File: src/core/pfs_pkg.sv
// Shared constants for the pin function select block
package pfs_pkg;

   // Register byte addresses on the register bus
   localparam logic [31:0] ADDR_P0_HIGH_SEL = 32'he002c004;
   localparam logic [31:0] ADDR_P1_LOW_SEL  = 32'he002c008;
   localparam logic [31:0] ADDR_P1_HIGH_SEL = 32'he002c00c;
   localparam logic [31:0] ADDR_P2_LOW_SEL  = 32'he002c010;
   localparam logic [31:0] ADDR_GPIO_CTRL   = 32'he002c030;
   localparam logic [31:0] ADDR_RSV_STATUS  = 32'he002c034;

   // Control register fields
   localparam int CTRL_FAST_P1_BIT = 0;
   localparam int CTRL_KEEP_MEM_BIT = 1;

   // Reset values
   localparam logic [31:0] SEL_RESET   = 32'h00000000;
   localparam logic [31:0] READ_ZERO   = 32'h00000000;

   // Warm reset clears these bits always; the keep-able bits only without keep
   localparam logic [31:0] WARM_ALL      = 32'hffffffff;
   localparam logic [31:0] WARM_P2_FIXED = 32'h0fffffff;
   localparam logic [31:0] WARM_P2_KEEP  = 32'hf0000000;
   localparam logic [31:0] WARM_NONE     = 32'h00000000;

   // Field layout
   localparam int FIELD_W    = 2;
   localparam int N_FN       = 3;
   localparam int N_REGS     = 4;
   localparam int N_SLOTS    = 64;
   localparam int SLOT_BASE  = 6;
   localparam int N_PINS     = 58;
   localparam int P1_SLOT    = 16;
   localparam int P2_SLOT    = 48;
   localparam logic [1:0] CODE_GPIO = 2'h0;

   // Per-slot reserved codes, bit order {code 11, code 10, code 01}
   localparam logic [2:0] RS = 3'h6;
   localparam logic [2:0] NO = 3'h0;
   localparam logic [191:0] RSV_TABLE = {
      NO, NO, NO, NO, NO, RS, NO, NO, NO, NO, NO, NO, NO, NO, NO, NO,
      NO, NO, NO, NO, NO, NO, NO, NO, NO, NO, NO, NO, NO, NO, RS, RS,
      RS, RS, RS, NO, NO, RS, RS, RS, NO, NO, NO, RS, NO, NO, RS, RS,
      RS, RS, RS, RS, RS, NO, NO, NO, NO, NO, NO, NO, NO, NO, NO, NO
   };

endpackage

File: src/core/pfs_pin_mux.sv
`timescale 1ns/1ps
// Notes on behaviour
// - Each select register holds sixteen 2-bit fields, lowest pin in 1:0, and code 00 means GPIO.
// - A GPIO direction bit acts on its pin only while the pin's field selects GPIO.
// - With any peripheral selected, the pin's output enable comes from that peripheral.
// - Port 1 GPIO direction comes from the legacy register, or from the fast one in fast mode.
// - Port 2 GPIO direction always comes from the fast direction register.
// - The port 0 high select register sits at 0xe002c004; its fields 13:12 up to 31:30 drive pins 22 to 31.
// - The port 1 low select register sits at 0xe002c008.
// - The port 1 high select register sits at 0xe002c00c.
// - The port 2 low select register sits at 0xe002c010.
// - Power-on or brown-out reset clears every select field so all pins start as GPIO.
// - Warm reset clears port 0, port 1 and port 2 pins 0 to 13; pins 14 and 15 keep on request.
module pfs_pin_mux (
   input  wire logic         clk,            // System clock, 250 MHz
   input  wire logic         rst,            // Power-on or brown-out reset
   input  wire logic         warmRst,        // External or watchdog reset
   input  wire logic [31:0]  address,        // Avalon byte address
   input  wire logic         read,           // Avalon read
   input  wire logic         write,          // Avalon write
   input  wire logic [31:0]  writedata,      // Avalon write data
   input  wire logic [3:0]   byteenable,     // Avalon byte enables
   output logic      [31:0]  readdata,       // Avalon read data
   output logic              waitrequest,    // Avalon wait request
   input  wire logic [9:0]   port0Dir,       // Port 0 pins 22..31 direction
   input  wire logic [31:0]  legacyPort1Dir, // Legacy port 1 direction
   input  wire logic [31:0]  fastPort1Dir,   // Fast port 1 direction
   input  wire logic [15:0]  fastPort2Dir,   // Fast port 2 direction, pins 0..15
   input  wire logic [57:0]  gpioOut,        // GPIO output values per pin
   output logic      [57:0]  gpioIn,         // Pad levels to GPIO
   input  wire logic [173:0] periphOut,      // Peripheral outputs, three per pin
   input  wire logic [173:0] periphOe,       // Peripheral output enables
   output logic      [173:0] periphIn,       // Pad levels to peripherals
   input  wire logic [57:0]  pinIn,          // Pad input levels
   output logic      [57:0]  pinOut,         // Pad output values
   output logic      [57:0]  pinOe           // Pad output enables
);
   typedef struct packed {
      logic         waitReq;
      logic [31:0]  rdData;
      logic         fastP1;
      logic         keepMem;
      logic [57:0]  gpioIn;
      logic [173:0] periphIn;
      logic [57:0]  pinOut;
      logic [57:0]  pinOe;
   } pfs_state_s;

   pfs_state_s q;
   pfs_state_s d;

   logic [31:0]  selReg [pfs_pkg::N_REGS];
   logic [127:0] selAll;
   logic [57:0]  dirVec;
   logic [57:0]  cellOut;
   logic [57:0]  cellOe;
   logic [173:0] cellIn;
   logic [57:0]  rsvVec;
   logic [63:0]  rsvSlots;
   logic [3:0]   rsvPerReg;
   logic [31:0]  wrMask;
   logic         wrCommit;
   logic         hitP0;
   logic         hitP1L;
   logic         hitP1H;
   logic         hitP2;
   logic         hitCtrl;
   logic         hitStat;
   logic [31:0]  rdMux;

   // Address decode against full byte addresses
   always_comb begin
      hitP0   = (address == pfs_pkg::ADDR_P0_HIGH_SEL);
      hitP1L  = (address == pfs_pkg::ADDR_P1_LOW_SEL);
      hitP1H  = (address == pfs_pkg::ADDR_P1_HIGH_SEL);
      hitP2   = (address == pfs_pkg::ADDR_P2_LOW_SEL);
      hitCtrl = (address == pfs_pkg::ADDR_GPIO_CTRL);
      hitStat = (address == pfs_pkg::ADDR_RSV_STATUS);
   end

   // Byte enables widen to a bit mask
   always_comb begin
      wrMask = {{8{byteenable[3]}}, {8{byteenable[2]}},
                {8{byteenable[1]}}, {8{byteenable[0]}}};
   end

   // A write lands only on the edge where the master sees waitrequest low
   assign wrCommit = write && !q.waitReq;

   // Select registers; only port 2 has fields that may survive warm reset
   pfs_sel_reg #(
      .WARM_CLEAR (pfs_pkg::WARM_ALL),
      .KEEP_ABLE  (pfs_pkg::WARM_NONE)
   ) u_selP0 (
      .clk        (clk),
      .rst        (rst),
      .warmRst    (warmRst),
      .keepOnWarm (q.keepMem),
      .wrEn       (wrCommit && hitP0),
      .wrMask     (wrMask),
      .wrData     (writedata),
      .value      (selReg[0])
   );

   pfs_sel_reg #(
      .WARM_CLEAR (pfs_pkg::WARM_ALL),
      .KEEP_ABLE  (pfs_pkg::WARM_NONE)
   ) u_selP1L (
      .clk        (clk),
      .rst        (rst),
      .warmRst    (warmRst),
      .keepOnWarm (q.keepMem),
      .wrEn       (wrCommit && hitP1L),
      .wrMask     (wrMask),
      .wrData     (writedata),
      .value      (selReg[1])
   );

   pfs_sel_reg #(
      .WARM_CLEAR (pfs_pkg::WARM_ALL),
      .KEEP_ABLE  (pfs_pkg::WARM_NONE)
   ) u_selP1H (
      .clk        (clk),
      .rst        (rst),
      .warmRst    (warmRst),
      .keepOnWarm (q.keepMem),
      .wrEn       (wrCommit && hitP1H),
      .wrMask     (wrMask),
      .wrData     (writedata),
      .value      (selReg[2])
   );

   // Port 2 pins 14 and 15 are shared with the memory interface
   pfs_sel_reg #(
      .WARM_CLEAR (pfs_pkg::WARM_P2_FIXED),
      .KEEP_ABLE  (pfs_pkg::WARM_P2_KEEP)
   ) u_selP2 (
      .clk        (clk),
      .rst        (rst),
      .warmRst    (warmRst),
      .keepOnWarm (q.keepMem),
      .wrEn       (wrCommit && hitP2),
      .wrMask     (wrMask),
      .wrData     (writedata),
      .value      (selReg[3])
   );

   assign selAll = {selReg[3], selReg[2], selReg[1], selReg[0]};

   // Port 0 fields 1:0..11:10 are stored but have no pin in this block
   assign rsvSlots[pfs_pkg::SLOT_BASE-1:0] = '0;

   // One cell per pin, slot s is field s of the four registers
   for (genvar s = pfs_pkg::SLOT_BASE; s < pfs_pkg::N_SLOTS; s++) begin : g_pin
      localparam int P = s - pfs_pkg::SLOT_BASE;

      // Direction source depends on the port
      if (s < pfs_pkg::P1_SLOT) begin : g_p0
         assign dirVec[P] = port0Dir[P];
      end else if (s < pfs_pkg::P2_SLOT) begin : g_p1
         assign dirVec[P] = q.fastP1 ? fastPort1Dir[s-pfs_pkg::P1_SLOT]
                                     : legacyPort1Dir[s-pfs_pkg::P1_SLOT];
      end else begin : g_p2
         assign dirVec[P] = fastPort2Dir[s-pfs_pkg::P2_SLOT];
      end

      pfs_pin_cell #(
         .RSV (pfs_pkg::RSV_TABLE[pfs_pkg::N_FN*s +: pfs_pkg::N_FN])
      ) u_cell (
         .sel       (selAll[pfs_pkg::FIELD_W*s +: pfs_pkg::FIELD_W]),
         .gpioDir   (dirVec[P]),
         .gpioOut   (gpioOut[P]),
         .periphOut (periphOut[pfs_pkg::N_FN*P +: pfs_pkg::N_FN]),
         .periphOe  (periphOe[pfs_pkg::N_FN*P +: pfs_pkg::N_FN]),
         .pinIn     (pinIn[P]),
         .pinOut    (cellOut[P]),
         .pinOe     (cellOe[P]),
         .periphIn  (cellIn[pfs_pkg::N_FN*P +: pfs_pkg::N_FN]),
         .rsvHit    (rsvVec[P])
      );

      assign rsvSlots[s] = rsvVec[P];
   end

   // One flag per register: some field holds a reserved code
   for (genvar r = 0; r < pfs_pkg::N_REGS; r++) begin : g_rsv
      assign rsvPerReg[r] = |rsvSlots[16*r +: 16];
   end

   // Read data selection; unmapped addresses read as zero
   always_comb begin
      rdMux = pfs_pkg::READ_ZERO;
      if (hitP0) begin
         rdMux = selReg[0];
      end else if (hitP1L) begin
         rdMux = selReg[1];
      end else if (hitP1H) begin
         rdMux = selReg[2];
      end else if (hitP2) begin
         rdMux = selReg[3];
      end else if (hitCtrl) begin
         rdMux[pfs_pkg::CTRL_FAST_P1_BIT]  = q.fastP1;
         rdMux[pfs_pkg::CTRL_KEEP_MEM_BIT] = q.keepMem;
      end else if (hitStat) begin
         rdMux[3:0] = rsvPerReg;
      end
   end

   // Bus handshake: one wait cycle, then waitrequest low for one cycle
   always_comb begin
      d = q;
      d.waitReq = 1'b1;
      if (q.waitReq && (read || write)) begin
         d.waitReq = 1'b0;
      end
      if (q.waitReq && read) begin
         d.rdData = rdMux;
      end
      // Control bits survive warm reset so keep is still known when it hits
      if (wrCommit && hitCtrl && byteenable[0]) begin
         d.fastP1  = writedata[pfs_pkg::CTRL_FAST_P1_BIT];
         d.keepMem = writedata[pfs_pkg::CTRL_KEEP_MEM_BIT];
      end
      // Pad and peripheral outputs cost one cycle of latency to come from flops
      d.pinOut   = cellOut;
      d.pinOe    = cellOe;
      d.periphIn = cellIn;
      d.gpioIn   = pinIn;
   end

   // Cold reset clears all state except waitReq, which it sets; pins come up as undriven GPIO
   always_ff @(posedge clk) begin
      if (rst) begin
         q <= '{waitReq: 1'b1, default: '0};
      end else begin
         q <= d;
      end
   end

   assign readdata    = q.rdData;
   assign waitrequest = q.waitReq;
   assign gpioIn      = q.gpioIn;
   assign periphIn    = q.periphIn;
   assign pinOut      = q.pinOut;
   assign pinOe       = q.pinOe;
endmodule

File: src/core/pfs_sel_reg.sv
`timescale 1ns/1ps
// One 32-bit function select register with cold and warm reset classes
module pfs_sel_reg #(
   parameter logic [31:0] WARM_CLEAR = 32'hffffffff,
   parameter logic [31:0] KEEP_ABLE  = 32'h00000000
) (
   input  wire logic        clk,        // System clock
   input  wire logic        rst,        // Power-on or brown-out reset
   input  wire logic        warmRst,    // External or watchdog reset
   input  wire logic        keepOnWarm, // Keep memory pin fields on warm reset
   input  wire logic        wrEn,       // Write commit
   input  wire logic [31:0] wrMask,     // Bit mask from byte enables
   input  wire logic [31:0] wrData,     // Write data
   output logic      [31:0] value       // Stored fields
);
   typedef struct packed {
      logic [31:0] val;
   } pfs_selreg_s;

   pfs_selreg_s q;
   pfs_selreg_s d;

   // Warm reset beats a write in the same cycle
   always_comb begin
      d = q;
      if (warmRst) begin
         d.val = q.val & ~(WARM_CLEAR | (keepOnWarm ? pfs_pkg::WARM_NONE : KEEP_ABLE));
      end else if (wrEn) begin
         d.val = (q.val & ~wrMask) | (wrData & wrMask);
      end
   end

   // Cold reset clears every field
   always_ff @(posedge clk) begin
      if (rst) begin
         q.val <= pfs_pkg::SEL_RESET;
      end else begin
         q <= d;
      end
   end

   assign value = q.val;
endmodule

File: src/core/pfs_pin_cell.sv
`timescale 1ns/1ps
// Routing for one pin between GPIO and up to three peripheral signals
module pfs_pin_cell #(
   parameter logic [2:0] RSV = 3'h0
) (
   input  wire logic [1:0] sel,       // Function select field
   input  wire logic       gpioDir,   // Effective GPIO direction, 1 = output
   input  wire logic       gpioOut,   // GPIO output value
   input  wire logic [2:0] periphOut, // Peripheral outputs for codes 01..11
   input  wire logic [2:0] periphOe,  // Peripheral output enables
   input  wire logic       pinIn,     // Pad input level
   output logic            pinOut,    // Pad output value
   output logic            pinOe,     // Pad output enable
   output logic      [2:0] periphIn,  // Pad level to the selected peripheral
   output logic            rsvHit     // Field holds a reserved code
);
   logic [1:0] idx;

   // Reserved codes leave the pin undriven and disconnected
   always_comb begin
      idx      = sel - 2'h1;
      pinOut   = 1'b0;
      pinOe    = 1'b0;
      periphIn = 3'h0;
      rsvHit   = 1'b0;
      if (sel == pfs_pkg::CODE_GPIO) begin
         pinOut = gpioOut;
         pinOe  = gpioDir;
      end else if (RSV[idx]) begin
         rsvHit = 1'b1;
      end else begin
         pinOut        = periphOut[idx];
         pinOe         = periphOe[idx];
         periphIn[idx] = pinIn;
      end
   end
endmodule

File: config.mk
export PLATFORM = sky130hd
export DESIGN_NAME = pfs_pin_mux
export DESIGN_NICKNAME = d
export VERILOG_FILES = /design/src/core/pfs_pkg.sv /design/src/core/pfs_pin_mux.sv /design/src/core/pfs_sel_reg.sv /design/src/core/pfs_pin_cell.sv
export SDC_FILE = /design/constraint.sdc
export NUM_CORES = 1
export LEC_CHECK = 0
export BUFFER_PORTS_ARGS = -buffer_cell sky130_fd_sc_hd__clkbuf_2
export CORE_AREA = 4 4 394 396
export DETAILED_ROUTE_END_ITERATION = 12
export DIE_AREA = 0 0 398 400
export GPL_TIMING_DRIVEN = 1
export PLACE_DENSITY_LB_ADDON = 0.12
export SYNTH_ARGS = -nofsm -noshare
export SYNTH_HDL_FRONTEND = slang
export SYNTH_HIERARCHICAL = 1
export SYNTH_SLANG_ARGS = --single-unit
File: constraint.sdc
create_clock -name clk -period 2.2 [get_ports clk]
set_clock_uncertainty 0.2 [all_clocks]
set_input_delay 0 -clock clk [delete_from_list [all_inputs] [get_ports clk]]
set_output_delay 0 -clock clk [all_outputs]
set_load 0.01 [all_outputs]
# Yosys cells after proc, flatten, opt, wreduce, memory -nomap -nowiden
# Index checks and enable logic that the tools add are counted.
[totals] inputBits=627 output_inout_bits=381 word_cells=1366 regBits=511
[op_classes] magnitude_cmp=116 muxes=856 reduce_logical=191 add_sub_neg=58 eq_ne=6 bitwise=70
[op_table] operator="1-bit two-way mux" count=613
[op_table] operator="1-bit binary-select mux with 2-bit select" count=174
[op_table] operator="32-bit bitwise AND" count=6
[op_table] operator="32-bit equality test, second input constant" count=6
[op_table] operator="32-bit two-way mux" count=6
[op_table] operator="3-bit bitwise AND" count=58
[op_table] operator="2-bit by 3-bit < comparator with 1-bit output, second input constant" count=58
[op_table] operator="3-bit OR reduction" count=58
[op_table] operator="32-bit bitwise OR" count=4
[op_table] operator="1-bit demux with 2-bit select" count=58
[op_table] operator="2-bit by 1-bit >= comparator with 1-bit output, second input constant" count=58
[op_table] operator="2-bit zero test" count=58
[op_table] operator="2-bit by 1-bit subtractor with 2-bit output, second input constant" count=58
[op_table] operator="1-bit logical AND" count=67
[op_table] operator="32-bit inverter" count=2
[op_table] operator="16-bit OR reduction" count=3
[op_table] operator="28-bit two-way mux" count=1
[op_table] operator="10-bit OR reduction" count=1
[op_table] operator="4-bit two-way mux" count=2
[op_table] operator="2-bit two-way mux" count=2
[op_table] operator="2-bit nonzero test" count=1
[op_table] operator="2-bit OR reduction" count=1
[op_table] operator="1-bit zero test" count=1
[op_table] operator="1-bit logical OR" count=1

# Depth between registers and ports, before layout
[depth] depth_word=12 ltp_mapped=9

# Modules after synthesis
# The synthesis kept the hierarchy.
[modules_own_cells] module="pfs_pin_mux" n_inst=1 area_per_inst_um2=15034.4 cells_each=1448
[modules_own_cells] module="pfs_pin_cell at g_pin[10].u_cell ..." n_inst=41 area_per_inst_um2=175.2 cells_each=20
[modules_own_cells] module="pfs_sel_reg at u_selP0 ..." n_inst=3 area_per_inst_um2=1505.2 cells_each=140
[modules_own_cells] module="pfs_pin_cell at g_pin[11].u_cell ..." n_inst=17 area_per_inst_um2=172.7 cells_each=23
[modules_own_cells] module="pfs_sel_reg at u_selP2" n_inst=1 area_per_inst_um2=1416.4 cells_each=168

# Least setup slack after synthesis
# Ideal clock, no wire load.
[synth_timing] kind="flip-flop to flip-flop" startpoint="register (tool-made name)" endpoint="register q, in the netlist readdata[0]" path_slack_ns=-0.030 setup_ns=0.122 period_less_slack_ns=2.230 arrival_time_ns=1.908 path_stages_with_launch=10 n_path_buf=0 cell_sequence="dfxtp_1 inv_1 ha_1 nor2_1 nor2_1 or4_1 nor4_1 o2111ai_1 a21oi_1 o21ai_0"
[synth_rtl] item="end signal, assigned" line_no="pfs_pin_mux.sv:234" rtl="q <= '{waitReq: 1'b1, default: '0};"
[synth_rtl] item="end signal, assigned" line_no="pfs_pin_mux.sv:236" rtl="q <= d;"
[synth_rtl] item="end, declared" line_no="pfs_pin_mux.sv:49" rtl="pfs_state_s q;"

# Worst setup path after layout
[layout_timing] startpoint="input port address[7]" endpoint="register q, in the netlist readdata[25]"
[layout_between] elab_chain_len=5 elab_cells_between_ends=8
[layout_rtl] item="start, declared" line_no="pfs_pin_mux.sv:18" rtl="input wire logic [31:0] address,"
[layout_rtl] item="32-bit equality test" line_no="pfs_pin_mux.sv:76" rtl="hitP2 = (address == pfs_pkg::ADDR_P2_LOW_SEL);"
[layout_rtl] item="28-bit two-way mux" line_no="pfs_pin_mux.sv:199" rtl="end else if (hitP2) begin"
[layout_rtl] item="32-bit two-way mux" line_no="pfs_pin_mux.sv:197" rtl="end else if (hitP1H) begin"
[layout_rtl] item="32-bit two-way mux" line_no="pfs_pin_mux.sv:195" rtl="end else if (hitP1L) begin"
[layout_rtl] item="32-bit two-way mux *" line_no="pfs_pin_mux.sv:193" rtl="if (hitP0) begin"
# Every way passes the cells marked *; elsewhere a longest branch is shown, timed or not.
# A chain may end at the register's enable or synchronous reset.

==> results.py <==
metrics = {
    "outcome": {
        "outcome": "complete, but fails checks",
        "violations": "hold timing, setup timing",
    },
    "synthesis": {
        "synth.distinct_cells": 53,
        "synth_edf_count": 0,
        "synthSimpleGateAreaFrac_pct": 20.24,
        "synth_xor_area_share_pct": 0,
        "synth_cells": 3247,
        "synth.area.top_cells": "dfxtp_1 (33%), buf_4 (11%), ha_1 (11%), nor2b_1 (8.7%), a221o_1 (3.5%)",
        "ys_async_sr_fraction_pct": 0,
        "synth_top_family_by_area": "simple AND/OR/NAND/NOR gates",
        "syn_avg_cell_area_um2": 9.573,
        "yosysSeqAreaShare_pct": 32.91,
        "yosysTopAreaCell": "dfxtp_1",
        "synth_fa_ha_area_share_pct": 10.99,
        "synth_seq_cells": 511,
        "yosysTopAreaCellShare_pct": 32.91,
        "synth_area_um2": 31080,
        "muxShareOfSynthArea_pct": 6.630,
        "synth_compound_area_share_pct": 13.38,
        "synth_top_flop_cell": "dfxtp_1",
        "yosysWarnings": 6,
    },
    "timing": {
        "hold_violations": 1,
        "rsz0062_at_grt": "true",
        "fmax_ghz": 0.4473,
        "setup_viol": 10,
        "drv_slew": 0,
        "whs_ns": -0.002946,
        "period_minus_slack_ns": 2.236,
        "worst_pin_slew_ns": 0.7700,
        "slew-limit-headroom_pct": 48.66,
        "fin_crit_sh_pct": 101.6,
        "worst_slack_ns": -0.03586,
    },
    "global_route": {
        "antenna_found_initial": 26,
        "grt_max_degree": 65,
        "grt_pass1_wl_mm": 202.5,
        "overflow": 0,
        "grt_util_all_layers_pct": 17.41,
        "grt_pass1_vias": 29670,
    },
    "layout": {
        "fin_nets": 5761,
        "syn2layout_area_growth_pct": 54.72,
        "layout_common_cells": "clkbuf_2 (1006), dlygate4sd3_1 (770), dfxtp_1 (490)",
        "drive_gt1_share_pct": 35.76,
        "final_common_cell": "clkbuf_2",
        "nFillCells": 15860,
        "final_cells": 6962,
    },
    "placed_design": {
        "io_buffers": 1007,
        "dp_hpwl_mm": 114.3,
        "gp_congestion": 0.8402,
        "placed_cells": 6035,
    },
    "worst_setup_path": {
        "crit_type": "primary input to flop",
        "crit_top_cell": "dlygate4sd3_1",
        "cp_slowest_stage_delay_ns": 0.65,
        "crit_family": "buffers and inverters",
        "cp_max_fo": 30,
        "crit_chain": "clkbuf_2, dlygate4sd3_1, or3b_2, nor3_4, dlygate4sd3_1, buf_12, a221o_1, a22oi_1, nor2_1",
        "crit_buf_inv": 4,
        "required_ns": 2.61,
        "crit_start": "address[7]",
        "worst_setup_path_start_kind": "primary input",
        "critPathSlowestCell": "dlygate4sd3_1",
        "cp-end-kind": "flop",
        "arrival_ns": 2.64,
    },
    "clock_network": {
        "clock-sinks": 511,
        "cts_tree": "done",
        "clockRootBuffer": "clkbuf_16",
        "htreeDepth": 3,
        "clock_path_buffers": 3,
        "clk_pin_slew_ns": 0.06,
        "insertion_delay_ns": 0.68,
        "cts_buffers": 73,
    },
    "routing": {
        "vias": 28020,
        "drt-initial-drc-count": 1082,
        "wire_per_inst_um": 21.04,
        "vias_per_cell": 4.024,
        "drt-total-wl_mm": 146.5,
        "drc": 0,
        "dr.pass1.iters": 5,
        "ant_nets": 0,
    },
    "die": {
        "die_w_um": 398,
        "die-area_um2": 159200,
        "die_height_um": 400,
        "start_util_pct": 20.51,
        "fp-row-count": 143,
        "io_pins": 1008,
        "coreArea_um2": 151500,
    },
    "pwr": {
        "intPower_mw": 19.46,
        "power_mw": 25.89,
        "switching_share_pct": 24.84,
        "power.leakage_nw": 20.78,
        "vdd_drop_max_v": 0.0004909,
        "power_density_nw_per_um2": 538.4,
        "p_clk_share_pct": 50.7,
        "p_sw_mw": 6.432,
        "seqPwrFrac_pct": 36.7,
        "combPwrFrac_pct": 12.6,
    },
    "min_path": {
        "worstHoldStart": "address[7]",
        "min_path_type": "primary input to flop",
    },
    "job": {
        "maxCapViolCount": 0,
    },
}
[cells in the mapped netlist (all sizes together), types with 28 or more instances]
master,count
a21bo,96
a21oi,128
a221o,110
a221oi,34
a22oi,28
a31oi,34
and2,124
buf,517
clkbuf,51
conb,58
dfxtp,511
ha,273
inv,152
mux2,151
mux2i,36
nand2,97
nand3,149
nor2,86
nor2b,432
nor3,37
nor4bb,83
[cell families after synthesis]
logic type | count (synthesis)
buf+inv | 720
flops | 511
fa+ha+maj | 273
mux | 187
simple gates | 1053
other cells | 58
compound gates | 445
[what timing repair did]
action	in CTS	in global routing
gates resized for setup	69	30
hold buffers	770	3
endpoints found under the hold margin	477	2
pin swaps	14	6
buffers inserted	3	6
setup endpoints to repair	5	134
cloned	0	3
[worst reg2reg max path, cell delays in order (launching register included)]
cell	delay [ns]
dfxtp_2	0.35
inv_2	0.06
ha_4	0.16
nor2_4	0.11
nor2_2	0.05
or4_4	0.58
nor4_4	0.16
buf_4	0.16
o2111ai_2	0.11
a21oi_2	0.12
o21ai_1	0.07
[per-layer routing]
| metal | vias up | routed length [um] | GRT usage [%] |
|---|---|---|---|
| met3 | 237 | 7993 | 3.691 |
| met1 | 13190 | 58460 | 19.41 |
| met4 | 6 | 5549 | 6.667 |
| met5 | - | 36 | 0 |
| met2 | 806 | 74460 | 32.19 |
| li1 | 13780 | - | - |
[power by group through the flow]
stage          logic [mW]  clock network, mW  registers [mW]
2_1_floorplan        1.14                  0            9.70
3_3_place_gp         2.14                  0            9.72
3_5_place_dp         2.13                  0            9.72
4_1_cts              3.28               13.7            9.51
5_1_grt              3.49               14.0            9.52
6_report             3.25               13.1            9.51
[path summary, 6_finish.rpt]
check | end | cells past startpoint | slack, ns
max | readdata[25]$_SDFFE_PP0P_ | 9 | -0.04
min | readdata[1]$_SDFFE_PP0P_ | 6 | -0.003
max reg2reg | readdata[0]$_SDFFE_PP0P_ | 10 | -0.03
min reg2reg | readdata[2]$_SDFFE_PP0P_ | 2 | 0.25
[cell type report]
cell class	count	area, um^2	area share (%)
Timing Repair Buffer	2090	15510	32.25
Multi-Input combinational cell	2033	16510	34.33
Antenna cell	13	32.53	0.06764
Inverter	152	570.5	1.186
Sequential cell	511	10270	21.36
Tap cell	2030	2540	5.282
Clock buffer	106	2152	4.475
Clock inverter	27	506.7	1.054
[per-stage QoR]
step                      hold slack (ns)  setup TNS, ns  area (um^2)  setup slack, ns  util, %
after CTS                       0.0009028         -6.839        47820          -0.1220    31.56
after floorplan                   -0.1207              0        31150          0.02488        -
after detailed placement          0.03147         -54.79        37230          -0.6535    24.57
after global routing             0.005931         -3.637        48070          -0.1692    31.72
after global placement            0.02981         -47.06        37230          -0.6921    24.57
final                           -0.002946        -0.2489        48090         -0.03586    31.73
(Power assumes the default switching activity.)
